<file path="config.mk">
export PLATFORM = sky130hd
export DESIGN_NAME = cicd_top
export DESIGN_NICKNAME = d
export VERILOG_FILES = /design/src/core/cicd_access_check.v /design/src/core/cicd_ctl_bank.v /design/src/core/cicd_top.v
export VERILOG_INCLUDE_DIRS = /design/src /design/src/core
export SDC_FILE = /design/constraint.sdc
export NUM_CORES = 1
export LEC_CHECK = 0
export ABC_CLOCK_PERIOD_IN_PS = 1400
export BUFFER_PORTS_ARGS = -buffer_cell sky130_fd_sc_hd__buf_2
export CAP_MARGIN = 40
export CORE_MARGIN = 2
export CORE_UTILIZATION = 38
export DETAILED_ROUTE_END_ITERATION = 10
export PLACE_DENSITY = 0.8
export SYNTH_ARGS = -nofsm -noshare
export SYNTH_HDL_FRONTEND = slang
export SYNTH_SLANG_ARGS = --single-unit
</file>
<file path="constraint.sdc">
create_clock -name I_CORE_CLK -period 1.4 [get_ports I_CORE_CLK]
set_input_delay 0.14 -clock I_CORE_CLK [delete_from_list [all_inputs] [get_ports I_CORE_CLK]]
set_output_delay 0.14 -clock I_CORE_CLK [all_outputs]
set_load 0.01 [all_outputs]
</file>
<file path="src/core/cicd_defs.vh">
// constants for the cpu interface control and deactivate block
`ifndef CICD_DEFS_VH
`define CICD_DEFS_VH
// ----------------------------------------------------------------
// system register encodings
// ----------------------------------------------------------------
`define CICD_COPROC 4'hF
`define CICD_OPC1 3'h0
`define CICD_CRN 4'hC
`define CICD_CTL_CRM 4'hC
`define CICD_CTL_OPC2 3'h4
`define CICD_DIR_CRM 4'hB
`define CICD_DIR_OPC2 3'h1
// ----------------------------------------------------------------
// control register fields
// ----------------------------------------------------------------
`define CICD_F_IDW_HI 13
`define CICD_F_IDW_LO 11
`define CICD_F_PRI_HI 10
`define CICD_F_PRI_LO 8
`define CICD_F_MASK_HINT_ENABLE 6
`define CICD_F_EOIM 1
`define CICD_F_COMMON_BINARY_POINT 0
`define CICD_IDW_16 3'h0
`define CICD_IDW_24 3'h1
`define CICD_ID_HI 23
`define CICD_ID16_HI 15
// priority bits minus one: 5 bits with two security states, 4 with one
`define CICD_PRI_TWO_SEC 3'h4
`define CICD_PRI_ONE_SEC 3'h3
// ----------------------------------------------------------------
// access outcome codes
// ----------------------------------------------------------------
`define CICD_RES_OK 3'h0
`define CICD_RES_UNDEF 3'h1
`define CICD_RES_TRAP_EL2 3'h2
`define CICD_RES_TRAP_EL3 3'h3
`define CICD_RES_VIRT 3'h4
`define CICD_RES_IGNORED 3'h5
`define CICD_RES_NOREG 3'h6
`endif

</file>
<file path="src/core/cicd_access_check.v">
// decides the outcome of one system register access
`timescale 1ns/1ns
`include "cicd_defs.vh"
module cicd_access_check (
  input wire i_is_ctl,
  input wire i_is_dir,
  input wire [1:0] i_el,
  input wire i_secure,
  input wire i_sre,
  input wire i_hyp_fiq_route,
  input wire i_hyp_irq_route,
  input wire i_hyp_trap_common,
  input wire i_el3_present,
  input wire i_el3_wide,
  input wire i_mon_fiq,
  input wire i_mon_irq,
  input wire i_id_group1,
  output reg [2:0] o_result
);
  wire ns_el1;
  assign ns_el1 = (i_el == 2'h1) && !i_secure;
  always @*
  begin
    o_result = `CICD_RES_OK;
    if (!i_is_ctl && !i_is_dir)
      o_result = `CICD_RES_NOREG;
    else if (!i_sre)
      o_result = `CICD_RES_UNDEF;
    else if (i_is_ctl && ns_el1 && (i_hyp_fiq_route || i_hyp_irq_route))
      o_result = `CICD_RES_VIRT;
    else if (i_is_dir && ns_el1 &&
             ((i_hyp_fiq_route && !i_id_group1) || (i_hyp_irq_route && i_id_group1)))
      o_result = `CICD_RES_VIRT;
    else if (ns_el1 && i_hyp_trap_common)
      o_result = `CICD_RES_TRAP_EL2;
    else if (i_el3_present && i_el3_wide && i_secure && (i_el == 2'h1) &&
             i_mon_fiq && i_mon_irq)
      o_result = `CICD_RES_TRAP_EL3;
  end
endmodule // cicd_access_check

</file>
<file path="src/core/cicd_ctl_bank.v">
// banked split end-of-interrupt mode bits, one per security state
`timescale 1ns/1ns
`include "cicd_defs.vh"
module cicd_ctl_bank (
  input wire i_clk,
  input wire i_rst_n,
  input wire i_wr,
  input wire i_secure,
  input wire i_wdata,
  output wire o_mode
);
  reg [1:0] bank;
  genvar g;
  generate
    for (g = 0; g < 2; g = g + 1)
    begin : g_bank
      always @(posedge i_clk or negedge i_rst_n)
      begin
        if (!i_rst_n)
          bank[g] <= 1'b0;
        else if (i_wr && (i_secure == (g != 0)))
          bank[g] <= i_wdata;
      end
    end
  endgenerate
  assign o_mode = i_secure ? bank[1] : bank[0];
endmodule // cicd_ctl_bank

</file>
<file path="src/core/cicd_top.v">
// cpu interface control register and deactivate register logic
// How it works
// - priority bit count at 10:8 is read-only and gives implemented bits minus one
// - two security states implement five priority bits
// - single security state implements four priority bits
// - priority bit count ignores access security state and single-security setting
// - mask hint enable bit 6 gates the priority mask distribution hint
// - with top level present, hint and common point writable only in single-security
// - without top level, bits are writable resetting zero, or fixed per parameter
// - split mode zero: end-of-interrupt writes drop priority and deactivate
// - split mode one: end-of-interrupt drops only; deactivate register deactivates
// - split mode kept per security state; visible bit is current state's copy
// - common point zero: own binary point per group; one: group zero governs both
// - control register at coproc 1111, opc1 000, CRn 1100, CRm 1100, opc2 100
// - non-secure level one with hypervisor routing accesses virtual control register
// - deactivate register write-only, bits 31:24 reserved, 23:0 interrupt identifier
// - identifier 16 or 24 bits; with 16, bits 23:16 are zero
// - deactivate write in split mode zero is ignored, may raise system error
// - deactivate without prior end still deactivates; active priority stays set
// - deactivate register at coproc 1111, opc1 000, CRn 1100, CRm 1011, opc2 001
// - non-secure level one deactivate goes virtual by routing bit and group
// - disabled system registers make writes undefined; common trap sends to level two
// - secure level one deactivate traps to top level when both monitor routes set
// - identifier width field: 000 for 16 bits, 001 for 24 bits
`timescale 1ns/1ns
`include "cicd_defs.vh"
module cicd_top #(
  parameter TWO_SEC = 1,
  parameter ID24 = 1,
  parameter EL3_PRESENT = 1,
  parameter FIXED_MASK_HINT_ENABLE = 0,
  parameter FIXED_COMMON_BINARY_POINT = 0,
  parameter FIXED_EOIM = 0,
  parameter FIXED_VALUE = 0,
  parameter SEI_PRESENT = 1
) (
  input wire I_CORE_CLK,
  input wire I_RST_N,
  input wire i_SYS_VALID,
  input wire i_SYS_WRITE,
  input wire [3:0] i_SYS_COPROC,
  input wire [2:0] i_SYS_OPC1,
  input wire [3:0] i_SYS_CRN,
  input wire [3:0] i_SYS_CRM,
  input wire [2:0] i_SYS_OPC2,
  input wire [31:0] i_SYS_WDATA,
  input wire [1:0] i_SYS_EL,
  input wire i_SYS_SECURE,
  input wire i_SYSREG_ENABLE,
  input wire i_HYP_FIQ_ROUTE,
  input wire i_HYP_IRQ_ROUTE,
  input wire i_HYP_TRAP_COMMON,
  input wire i_EL3_WIDE,
  input wire i_MON_FIQ,
  input wire i_MON_IRQ,
  input wire i_DIST_SINGLE_SECURITY,
  input wire i_ID_GROUP1,
  input wire i_EOI_WRITE,
  output reg o_SYS_DONE,
  output reg [2:0] o_SYS_RESULT,
  output reg [31:0] o_SYS_RDATA,
  output reg o_MASK_HINT_ENABLE,
  output reg o_COMMON_BINARY_POINT,
  output wire o_SPLIT_EOI_MODE,
  output reg o_PRIORITY_DROP,
  output reg o_DEACTIVATE,
  output reg [23:0] o_DEACTIVATE_ID,
  output reg o_SYSTEM_ERROR_IRQ
);
  // ----------------------------------------------------------------
  // synchronise the distributor security setting
  // ----------------------------------------------------------------
  reg ds_meta;
  reg ds_sync;
  always @(posedge I_CORE_CLK or negedge I_RST_N)
  begin
    if (!I_RST_N)
    begin
      ds_meta <= 1'b0;
      ds_sync <= 1'b0;
    end
    else
    begin
      ds_meta <= i_DIST_SINGLE_SECURITY;
      ds_sync <= ds_meta;
    end
  end
  // ----------------------------------------------------------------
  // decode
  // ----------------------------------------------------------------
  wire coproc_hit;
  wire opc1_hit;
  wire crn_hit;
  wire ctl_enc_hit;
  wire dir_enc_hit;
  wire base_hit;
  wire is_ctl;
  wire is_dir;
  wire [2:0] result;
  assign coproc_hit = (i_SYS_COPROC == `CICD_COPROC);
  assign opc1_hit = (i_SYS_OPC1 == `CICD_OPC1);
  assign crn_hit = (i_SYS_CRN == `CICD_CRN);
  assign ctl_enc_hit = (i_SYS_CRM == `CICD_CTL_CRM) &&
                       (i_SYS_OPC2 == `CICD_CTL_OPC2);
  assign dir_enc_hit = (i_SYS_CRM == `CICD_DIR_CRM) &&
                       (i_SYS_OPC2 == `CICD_DIR_OPC2);
  assign base_hit = i_SYS_VALID && coproc_hit && opc1_hit && crn_hit;
  // the deactivate register is write-only, so a read there matches no register
  assign is_ctl = base_hit && ctl_enc_hit;
  assign is_dir = base_hit && i_SYS_WRITE && dir_enc_hit;
  cicd_access_check cicd_access_check_i (
    .i_is_ctl(is_ctl),
    .i_is_dir(is_dir),
    .i_el(i_SYS_EL),
    .i_secure(i_SYS_SECURE),
    .i_sre(i_SYSREG_ENABLE),
    .i_hyp_fiq_route(i_HYP_FIQ_ROUTE),
    .i_hyp_irq_route(i_HYP_IRQ_ROUTE),
    .i_hyp_trap_common(i_HYP_TRAP_COMMON),
    .i_el3_present(EL3_PRESENT != 0),
    .i_el3_wide(i_EL3_WIDE),
    .i_mon_fiq(i_MON_FIQ),
    .i_mon_irq(i_MON_IRQ),
    .i_id_group1(i_ID_GROUP1),
    .o_result(result)
  );
  wire ok;
  wire ctl_wr;
  wire ctl_rd;
  wire dir_wr;
  assign ok = (result == `CICD_RES_OK);
  assign ctl_wr = ok && is_ctl && i_SYS_WRITE;
  assign ctl_rd = ok && is_ctl && !i_SYS_WRITE;
  assign dir_wr = ok && is_dir;
  // ----------------------------------------------------------------
  // writability of control bits
  // ----------------------------------------------------------------
  localparam MASK_HINT_ENABLE_FIXED = ((FIXED_MASK_HINT_ENABLE != 0) && (EL3_PRESENT == 0)) ? 1 : 0;
  localparam COMMON_BINARY_POINT_FIXED = ((FIXED_COMMON_BINARY_POINT != 0) && (EL3_PRESENT == 0)) ? 1 : 0;
  // a fixed bit leaves reset already at its constant
  localparam [0:0] MASK_HINT_ENABLE_RST = ((MASK_HINT_ENABLE_FIXED != 0) && (FIXED_VALUE != 0)) ? 1'b1 : 1'b0;
  localparam [0:0] COMMON_BINARY_POINT_RST = ((COMMON_BINARY_POINT_FIXED != 0) && (FIXED_VALUE != 0)) ? 1'b1 : 1'b0;
  wire cfg_wr_ok;
  wire mask_hint_enable_wr_ok;
  wire common_binary_point_wr_ok;
  wire eoim_wr_ok;
  wire fixed_bit;
  reg next_mask_hint_enable;
  reg next_common_binary_point;
  assign fixed_bit = (FIXED_VALUE != 0);
  assign cfg_wr_ok = (EL3_PRESENT != 0) ? ds_sync : 1'b1;
  assign mask_hint_enable_wr_ok = cfg_wr_ok && (MASK_HINT_ENABLE_FIXED == 0);
  assign common_binary_point_wr_ok = cfg_wr_ok && (COMMON_BINARY_POINT_FIXED == 0);
  assign eoim_wr_ok = (EL3_PRESENT != 0) || (FIXED_EOIM == 0);
  always @*
  begin
    next_mask_hint_enable = o_MASK_HINT_ENABLE;
    next_common_binary_point = o_COMMON_BINARY_POINT;
    if (MASK_HINT_ENABLE_FIXED != 0)
    begin
      // a fixed bit shows its constant and ignores writes
      next_mask_hint_enable = fixed_bit;
    end
    else if (ctl_wr && mask_hint_enable_wr_ok)
    begin
      next_mask_hint_enable = i_SYS_WDATA[`CICD_F_MASK_HINT_ENABLE];
    end
    if (COMMON_BINARY_POINT_FIXED != 0)
    begin
      next_common_binary_point = fixed_bit;
    end
    else if (ctl_wr && common_binary_point_wr_ok)
    begin
      next_common_binary_point = i_SYS_WDATA[`CICD_F_COMMON_BINARY_POINT];
    end
  end
  always @(posedge I_CORE_CLK or negedge I_RST_N)
  begin
    if (!I_RST_N)
    begin
      o_MASK_HINT_ENABLE <= MASK_HINT_ENABLE_RST;
      o_COMMON_BINARY_POINT <= COMMON_BINARY_POINT_RST;
    end
    else
    begin
      o_MASK_HINT_ENABLE <= next_mask_hint_enable;
      o_COMMON_BINARY_POINT <= next_common_binary_point;
    end
  end
  wire eoim_bank;
  cicd_ctl_bank cicd_ctl_bank_i (
    .i_clk(I_CORE_CLK),
    .i_rst_n(I_RST_N),
    .i_wr(ctl_wr && eoim_wr_ok),
    .i_secure(i_SYS_SECURE),
    .i_wdata(i_SYS_WDATA[`CICD_F_EOIM]),
    .o_mode(eoim_bank)
  );
  assign o_SPLIT_EOI_MODE = eoim_wr_ok ? eoim_bank : fixed_bit;
  // ----------------------------------------------------------------
  // read value of the control register
  // ----------------------------------------------------------------
  wire [2:0] pri_count;
  wire [2:0] id_width;
  reg [31:0] ctl_value;
  assign pri_count = (TWO_SEC != 0) ? `CICD_PRI_TWO_SEC : `CICD_PRI_ONE_SEC;
  assign id_width = (ID24 != 0) ? `CICD_IDW_24 : `CICD_IDW_16;
  always @*
  begin
    ctl_value = 32'h00000000;
    ctl_value[`CICD_F_IDW_HI:`CICD_F_IDW_LO] = id_width;
    ctl_value[`CICD_F_PRI_HI:`CICD_F_PRI_LO] = pri_count;
    ctl_value[`CICD_F_MASK_HINT_ENABLE] = o_MASK_HINT_ENABLE;
    ctl_value[`CICD_F_EOIM] = o_SPLIT_EOI_MODE;
    ctl_value[`CICD_F_COMMON_BINARY_POINT] = o_COMMON_BINARY_POINT;
  end
  // ----------------------------------------------------------------
  // access answer
  // ----------------------------------------------------------------
  wire dir_ignored;
  reg [2:0] next_result;
  reg [31:0] next_rdata;
  assign dir_ignored = dir_wr && !o_SPLIT_EOI_MODE;
  always @*
  begin
    next_result = result;
    next_rdata = 32'h00000000;
    if (dir_ignored)
    begin
      // the access is answered but the write has no effect
      next_result = `CICD_RES_IGNORED;
    end
    if (ctl_rd)
    begin
      next_rdata = ctl_value;
    end
  end
  always @(posedge I_CORE_CLK or negedge I_RST_N)
  begin
    if (!I_RST_N)
    begin
      o_SYS_DONE <= 1'b0;
    end
    else
    begin
      o_SYS_DONE <= i_SYS_VALID;
    end
  end
  always @(posedge I_CORE_CLK or negedge I_RST_N)
  begin
    if (!I_RST_N)
    begin
      o_SYS_RESULT <= `CICD_RES_OK;
    end
    else
    begin
      o_SYS_RESULT <= next_result;
    end
  end
  always @(posedge I_CORE_CLK or negedge I_RST_N)
  begin
    if (!I_RST_N)
    begin
      o_SYS_RDATA <= 32'h00000000;
    end
    else
    begin
      o_SYS_RDATA <= next_rdata;
    end
  end
  // ----------------------------------------------------------------
  // end-of-interrupt and deactivation outputs
  // ----------------------------------------------------------------
  wire [23:0] id_masked;
  reg next_drop;
  reg next_deact;
  reg [23:0] next_id;
  reg next_serr;
  genvar b;
  generate
    for (b = 0; b < 24; b = b + 1)
    begin : g_id
      if (b > `CICD_ID16_HI)
      begin : g_hi
        // upper identifier bits exist only in the wide configuration
        assign id_masked[b] = (ID24 != 0) && i_SYS_WDATA[b];
      end
      else
      begin : g_lo
        assign id_masked[b] = i_SYS_WDATA[b];
      end
    end
  endgenerate
  always @*
  begin
    next_drop = i_EOI_WRITE;
    next_deact = 1'b0;
    next_id = o_DEACTIVATE_ID;
    next_serr = 1'b0;
    if (i_EOI_WRITE && !o_SPLIT_EOI_MODE)
    begin
      next_deact = 1'b1;
    end
    if (dir_wr && o_SPLIT_EOI_MODE)
    begin
      // goes to the distributor even with no prior end; priority drop untouched
      next_deact = 1'b1;
      next_id = id_masked;
    end
    if (dir_ignored && (SEI_PRESENT != 0))
    begin
      next_serr = 1'b1;
    end
  end
  always @(posedge I_CORE_CLK or negedge I_RST_N)
  begin
    if (!I_RST_N)
    begin
      o_PRIORITY_DROP <= 1'b0;
    end
    else
    begin
      o_PRIORITY_DROP <= next_drop;
    end
  end
  always @(posedge I_CORE_CLK or negedge I_RST_N)
  begin
    if (!I_RST_N)
    begin
      o_DEACTIVATE <= 1'b0;
    end
    else
    begin
      o_DEACTIVATE <= next_deact;
    end
  end
  always @(posedge I_CORE_CLK or negedge I_RST_N)
  begin
    if (!I_RST_N)
    begin
      o_DEACTIVATE_ID <= 24'h000000;
    end
    else
    begin
      o_DEACTIVATE_ID <= next_id;
    end
  end
  always @(posedge I_CORE_CLK or negedge I_RST_N)
  begin
    if (!I_RST_N)
    begin
      o_SYSTEM_ERROR_IRQ <= 1'b0;
    end
    else
    begin
      o_SYSTEM_ERROR_IRQ <= next_serr;
    end
  end
endmodule // cicd_top

</file>
* Word-level counts from Yosys, hierarchy flattened
Index checks and enable logic that the tools add are counted.
Operators by class: reductions and logical operators 41, $mul 0, equal/unequal tests 7, divide/modulo/power cells 0, $add $sub $neg 0, multiplexer cells 12, shift operators 0, magnitude comparators 0, bitwise logic cells 1
Operators with widths (number):
- 1-bit logical AND | 31
- 3-bit 2-to-1 mux | 6
- 4-bit equality test (second input constant) | 4
- 12-bit 2-to-1 mux | 1
- 1-bit logical NOT | 6
- 3-bit logical NOT | 2
- 1-bit 2-to-1 mux | 4
- 3-bit by 1-bit equality test with 1-bit output (second input constant) | 1
- 3-bit equality test (second input constant) | 1
- 2-bit by 1-bit equality test with 1-bit output (second input constant) | 1
- 1-bit logical OR | 2
- 2-bit 2-to-1 mux | 1
- 1-bit inverter | 1
Word-level totals: input bits 67, logic and storage cells 74, register bits after elaboration 49, memory bits (writable) 0, bits in latches 0, output and inout bits 66, memory bits (read-only) 0, memories 0

* Logic depth before layout (Yosys ltp)
depth after elaboration 16, mapped depth 7, depth with buffers taken out 5

* Modules after synthesis
From an unflattened synthesis, not the netlist that was laid out.
Second synthesis, totals: cell total of the unflattened synthesis 150, area, all modules 1944.4 um2
Modules (own cells, without submodules):
- cicd_top | times used 1, sequential area each 975.9 um2, cells an instance 129, area an instance 1727.9 um2
- cicd_access_check | times used 1, sequential area each 0.0 um2, cells an instance 14, area an instance 118.9 um2
- cicd_ctl_bank | times used 1, sequential area each 50.0 um2, cells an instance 7, area an instance 97.6 um2

* Least setup slack after synthesis
Ideal clock, no wire load.
path kind in2reg, start in i_SYS_OPC1[1], end reg o_DEACTIVATE_ID[10], setup slack -740 ps, data arrival time 2015 ps, required time 1275 ps, stages on the path 6, path buffers 1, setup time 125 ps, cell sequence or4b_4 -> nor4_4 -> nor3b_4 -> nand4_4 -> buf_6 -> mux2_4
Between the ends: cells in the longest elaborated chain, start to end 14, elaborated cells between the ends (all ways) 20, those cells by class mux: 4; reduce/logical: 16
RTL lines:
- start, declared | line cicd_top.v:42 | input wire [2:0] i_SYS_OPC1,
- 3-bit logical NOT (no line) (*)
- 1-bit logical AND (*) (2 in series) | line cicd_top.v:107 | assign base_hit = i_SYS_VALID && coproc_hit && opc1_hit && crn_hit;
- 1-bit logical AND (2 in series) | line cicd_top.v:110 | assign is_dir = base_hit && i_SYS_WRITE && dir_enc_hit;
- 1-bit logical AND (2 in series) | line cicd_access_check.v:31 | else if (i_is_dir && ns_el1 &&
- 3-bit 2-to-1 mux | line cicd_access_check.v:31
- 3-bit 2-to-1 mux | line cicd_access_check.v:29 | else if (i_is_ctl && ns_el1 && (i_hyp_fiq_route || i_hyp_irq_route))
- 3-bit 2-to-1 mux | line cicd_access_check.v:27 | else if (!i_sre)
- 3-bit 2-to-1 mux | line cicd_access_check.v:25 | if (!i_is_ctl && !i_is_dir)
- 3-bit logical NOT (no line)
- 1-bit logical AND (*) | line cicd_top.v:134 | assign dir_wr = ok && is_dir;
- 1-bit logical AND (*) | line cicd_top.v:304 | if (dir_wr && o_SPLIT_EOI_MODE)
- end signal, assigned | line cicd_top.v:345 | o_DEACTIVATE_ID <= next_id;
- end, declared | line cicd_top.v:67 | output reg [23:0] o_DEACTIVATE_ID,
Mark *: on every way between the ends. The rest lies on a longest branch, timed or not. A chain may end at the register's enable or synchronous reset.

* Worst setup path in the final report
start in i_SYS_OPC1[1], end reg o_DEACTIVATE_ID[22]
Same word-level chain as after synthesis.

==> flow_summary.json <==
{
  "synth_cell_type_count": 34,
  "fin_nets": 340,
  "clock_latency_ps": 280,
  "cts_buffers": 5,
  "wl_um": 4210,
  "core-area_mm2": 0.00511,
  "synth.ff_latch_count": 41,
  "ctsHtreeMaxLevel": 2,
  "areaGrowthSynthToFinish_pct": 39.9,
  "clk_pin_slew_ps": 70,
  "drive_above_1_share_pct": 60.9,
  "worst-path-buf-inv": 2,
  "drv_cap": 0,
  "switchingPower_uw": 510,
  "timing_worst_setup_path_type": "in -> reg",
  "detail-route-antenna-nets": 0,
  "fin_worst_skew_ps": 5.74,
  "fp-row-count": 26,
  "crit_path_start_kind": "input pin",
  "netlist.area_leader.share_pct": 51.0,
  "share_clk_of_total_power_pct": 40.8,
  "violations": "setup timing",
  "min-delay-path-class": "in -> reg",
  "synth.yosys.seq_area_share_pct": 51.0,
  "ctsRootBufferMaster": "clkbuf_8",
  "critical_path.endpoint_type": "flip-flop",
  "leading_post_synthesis_cells_by_cell_area": "dfrtp_1 51%, mux2_4 14%, buf_4 10%",
  "critPathTopFamily": "simple AND/OR/NAND/NOR gates",
  "timing.final.crit_share_pct": 132,
  "avgSynthCellArea_um2": 13.5,
  "synth_enable_flop_cells": 0,
  "gpl.final_weighted_congestion": 0.821,
  "timing.final.hold_violations": 0,
  "hpwl_um": 3340,
  "number_of_global_route_vias_before_repair": 1500,
  "synthCells": 149,
  "die_x_um": 76.8,
  "die-area_mm2": 0.00589,
  "diodes": 0,
  "clock_sink_count": 41,
  "fp.dieH_um": 76.8,
  "worst_slack_ps": -451,
  "overflow": 0,
  "slew_violations": 0,
  "dr.pass1.iters": 4,
  "post-synth-top-area-cell": "dfrtp_1",
  "rsz0062_at_grt": "yes",
  "antenna_violations_before_repair": 0,
  "sequentialPowerShare_pct": 50.0,
  "globalRouteTotalUtil_pct": 14.4,
  "layout.cell_area.non_filler_mm2": 0.00282,
  "cts_max_path_buffers": 2,
  "power_switching_share_pct": 21.4,
  "worst_ir_drop_on_vdd_v": 0.000420,
  "combinational_group_share_of_total_power_pct": 9.2,
  "final_core_util_pct": 55.1,
  "grt_first_pass_wirelength_um": 6730,
  "critical_path.startpoint": "i_SYS_OPC1[1]",
  "clock_tree_from_tritoncts": "yes",
  "asyncSetResetFlopFracSynth_pct": 100,
  "critical_path.reg2reg.startpoint": "cicd_ctl_bank_i.bank[1]",
  "setup_viol_count_final": 37,
  "post-route-drc-count": 0,
  "routed_wire_length_per_instance_um": 12.2,
  "finalPower_uw": 2380,
  "route.vias.total": 1528,
  "vias_per_cell": 4.44,
  "area_post_placement_mm2": 0.00263,
  "number_of_primary_i_o_pins": 133,
  "synth_top_cells_by_count": "41 x dfrtp_1, 28 x buf_4, 19 x mux2_4",
  "crit_fanout": 19,
  "ys.flop_type": "dfrtp_1",
  "timing.critical_path.slowest_stage_cell": "or4b_4",
  "post-synth-top-count-cell": "dfrtp_1",
  "final.min_clock_period_ps": 1850,
  "place.port_buffers": 97,
  "pin_count_of_the_biggest_net_entering_global_routing": 24,
  "total_power_divided_by_cell_area_mw_per_mm2": 847,
  "leakagePower_uw": 0.00165,
  "cell_chain_of_the_critical_path": "buf_6, or4b_4, nor4_4, o2111ai_1, nand4_4, buf_12, mux2_4",
  "run_status": "complete, but fails checks",
  "worst_path_largest_cell_delay_ps": 540,
  "min-delay-start": "i_SYS_VALID",
  "cp_data_arrival_time_ps": 2020,
  "internal_power_uw": 1870,
  "total_of_warnings_raised_by_yosys": 0,
  "initial_standard_cell_utilization_of_the_core_pct": 39.4,
  "drt_iter0_drc": 42,
  "netlist_area_mm2": 0.00201,
  "timing.critical_path.required_ps": 1570,
  "timing.fmax_mhz": 540
}
## worst paths after layout
check / endpoint / slack [ps] / cells after the start
worst max-delay path: o_DEACTIVATE_ID[22] / -450 / 7
worst min-delay path: o_SYS_DONE / 60 / 2
worst max register to register: o_DEACTIVATE_ID[22] / -20 / 5
worst min register to register: cfg_wr_ok / 350 / 0
max in group asynchronous: o_DEACTIVATE_ID[0] / 600 / 3
min in group asynchronous: o_SYSTEM_ERROR_IRQ / 330 / 2
## sequential cells by signal (all words and copies together), names as in the netlist, 2 cells and up
register / count
o_DEACTIVATE_ID: 24
o_SYS_RDATA: 4
o_SYS_RESULT: 3
cicd_ctl_bank_i.bank: 2
## logic make-up after synthesis
logic type | after synthesis | share of synthesized area, %
simple gates | 37 | 14.2
buf+inv | 33 | 12.1
mux | 29 | 19.7
flops | 41 | 51.0
other cells | 1 | 0.186
compound gates | 8 | 2.74
## cell type report
class / count / area [um2]
Inverter: 2 / 7.51
Multi-Input combinational cell: 101 / 855
Sequential cell: 41 / 1030
Clock inverter: 2 / 37.5
Fill cell: 447 / 2290
Clock buffer: 6 / 82.6
Timing Repair Buffer: 122 / 719
Tap cell: 70 / 87.6
## routing by layer
layer / track usage [%] / routed length [um] / vias up
li1: - / - / 710
met5: 0 / 0 / -
met3: 3.53 / 298 / 13
met1: 16.5 / 1640 / 733
met4: 7.82 / 99 / 0
met2: 24.6 / 2180 / 72
## worst reg2reg max path: stages, from the launching register on
cell	delay, ps
dfrtp_1	390
mux2i_2	190
inv_2	90
nand4_4	110
buf_12	200
mux2_4	330
## stage by stage
stage	setup TNS [ps]	setup slack, ps	hold WS, ps	instances
after floorplan	-21450	-738	-156	175
after global placement	-23990	-714	107	332
after detailed placement	-25360	-763	116	332
after CTS	-13500	-450	48.9	343
after global routing	-16410	-524	45.2	344
final	-13410	-451	57.8	344
## power by group through the flow
stage / Sequential (uW) / Clock (uW) / Combinational, uW
global route: 1190 / 1060 / 243
finish: 1190 / 973 / 220
detailed placement: 1220 / 0 / 210
CTS: 1190 / 1000 / 219
global placement: 1220 / 0 / 205
floorplan: 1220 / 0 / 116
## placed cells by master, fill, tap and decap left out, types with 2 or more instances in the layout
cell	synthesis	routed
buf_2	0	96
dfrtp_1	41	41
conb_1	1	27
mux2_4	19	19
buf_4	28	18
mux2_2	9	9
clkbuf_8	0	6
nand4b_1	5	5
nand2_1	5	5
nor2_1	3	3
nand3_1	3	3
nand4_1	3	3
and2_1	3	3
dlygate4sd3_1	0	3
buf_6	2	3
or2b_2	2	2
o21ai_0	3	2
nor2b_1	2	2
buf_12	0	2
## timing repair
action | in CTS | in global routing
setup buffers | 0 | 1
endpoints found under the hold margin | 20 | 0
endpoints found under the setup margin | 37 | 38
hold buffers | 3 | 0
resized for setup | 3 | 4
Power figures use the tool's default switching activity.
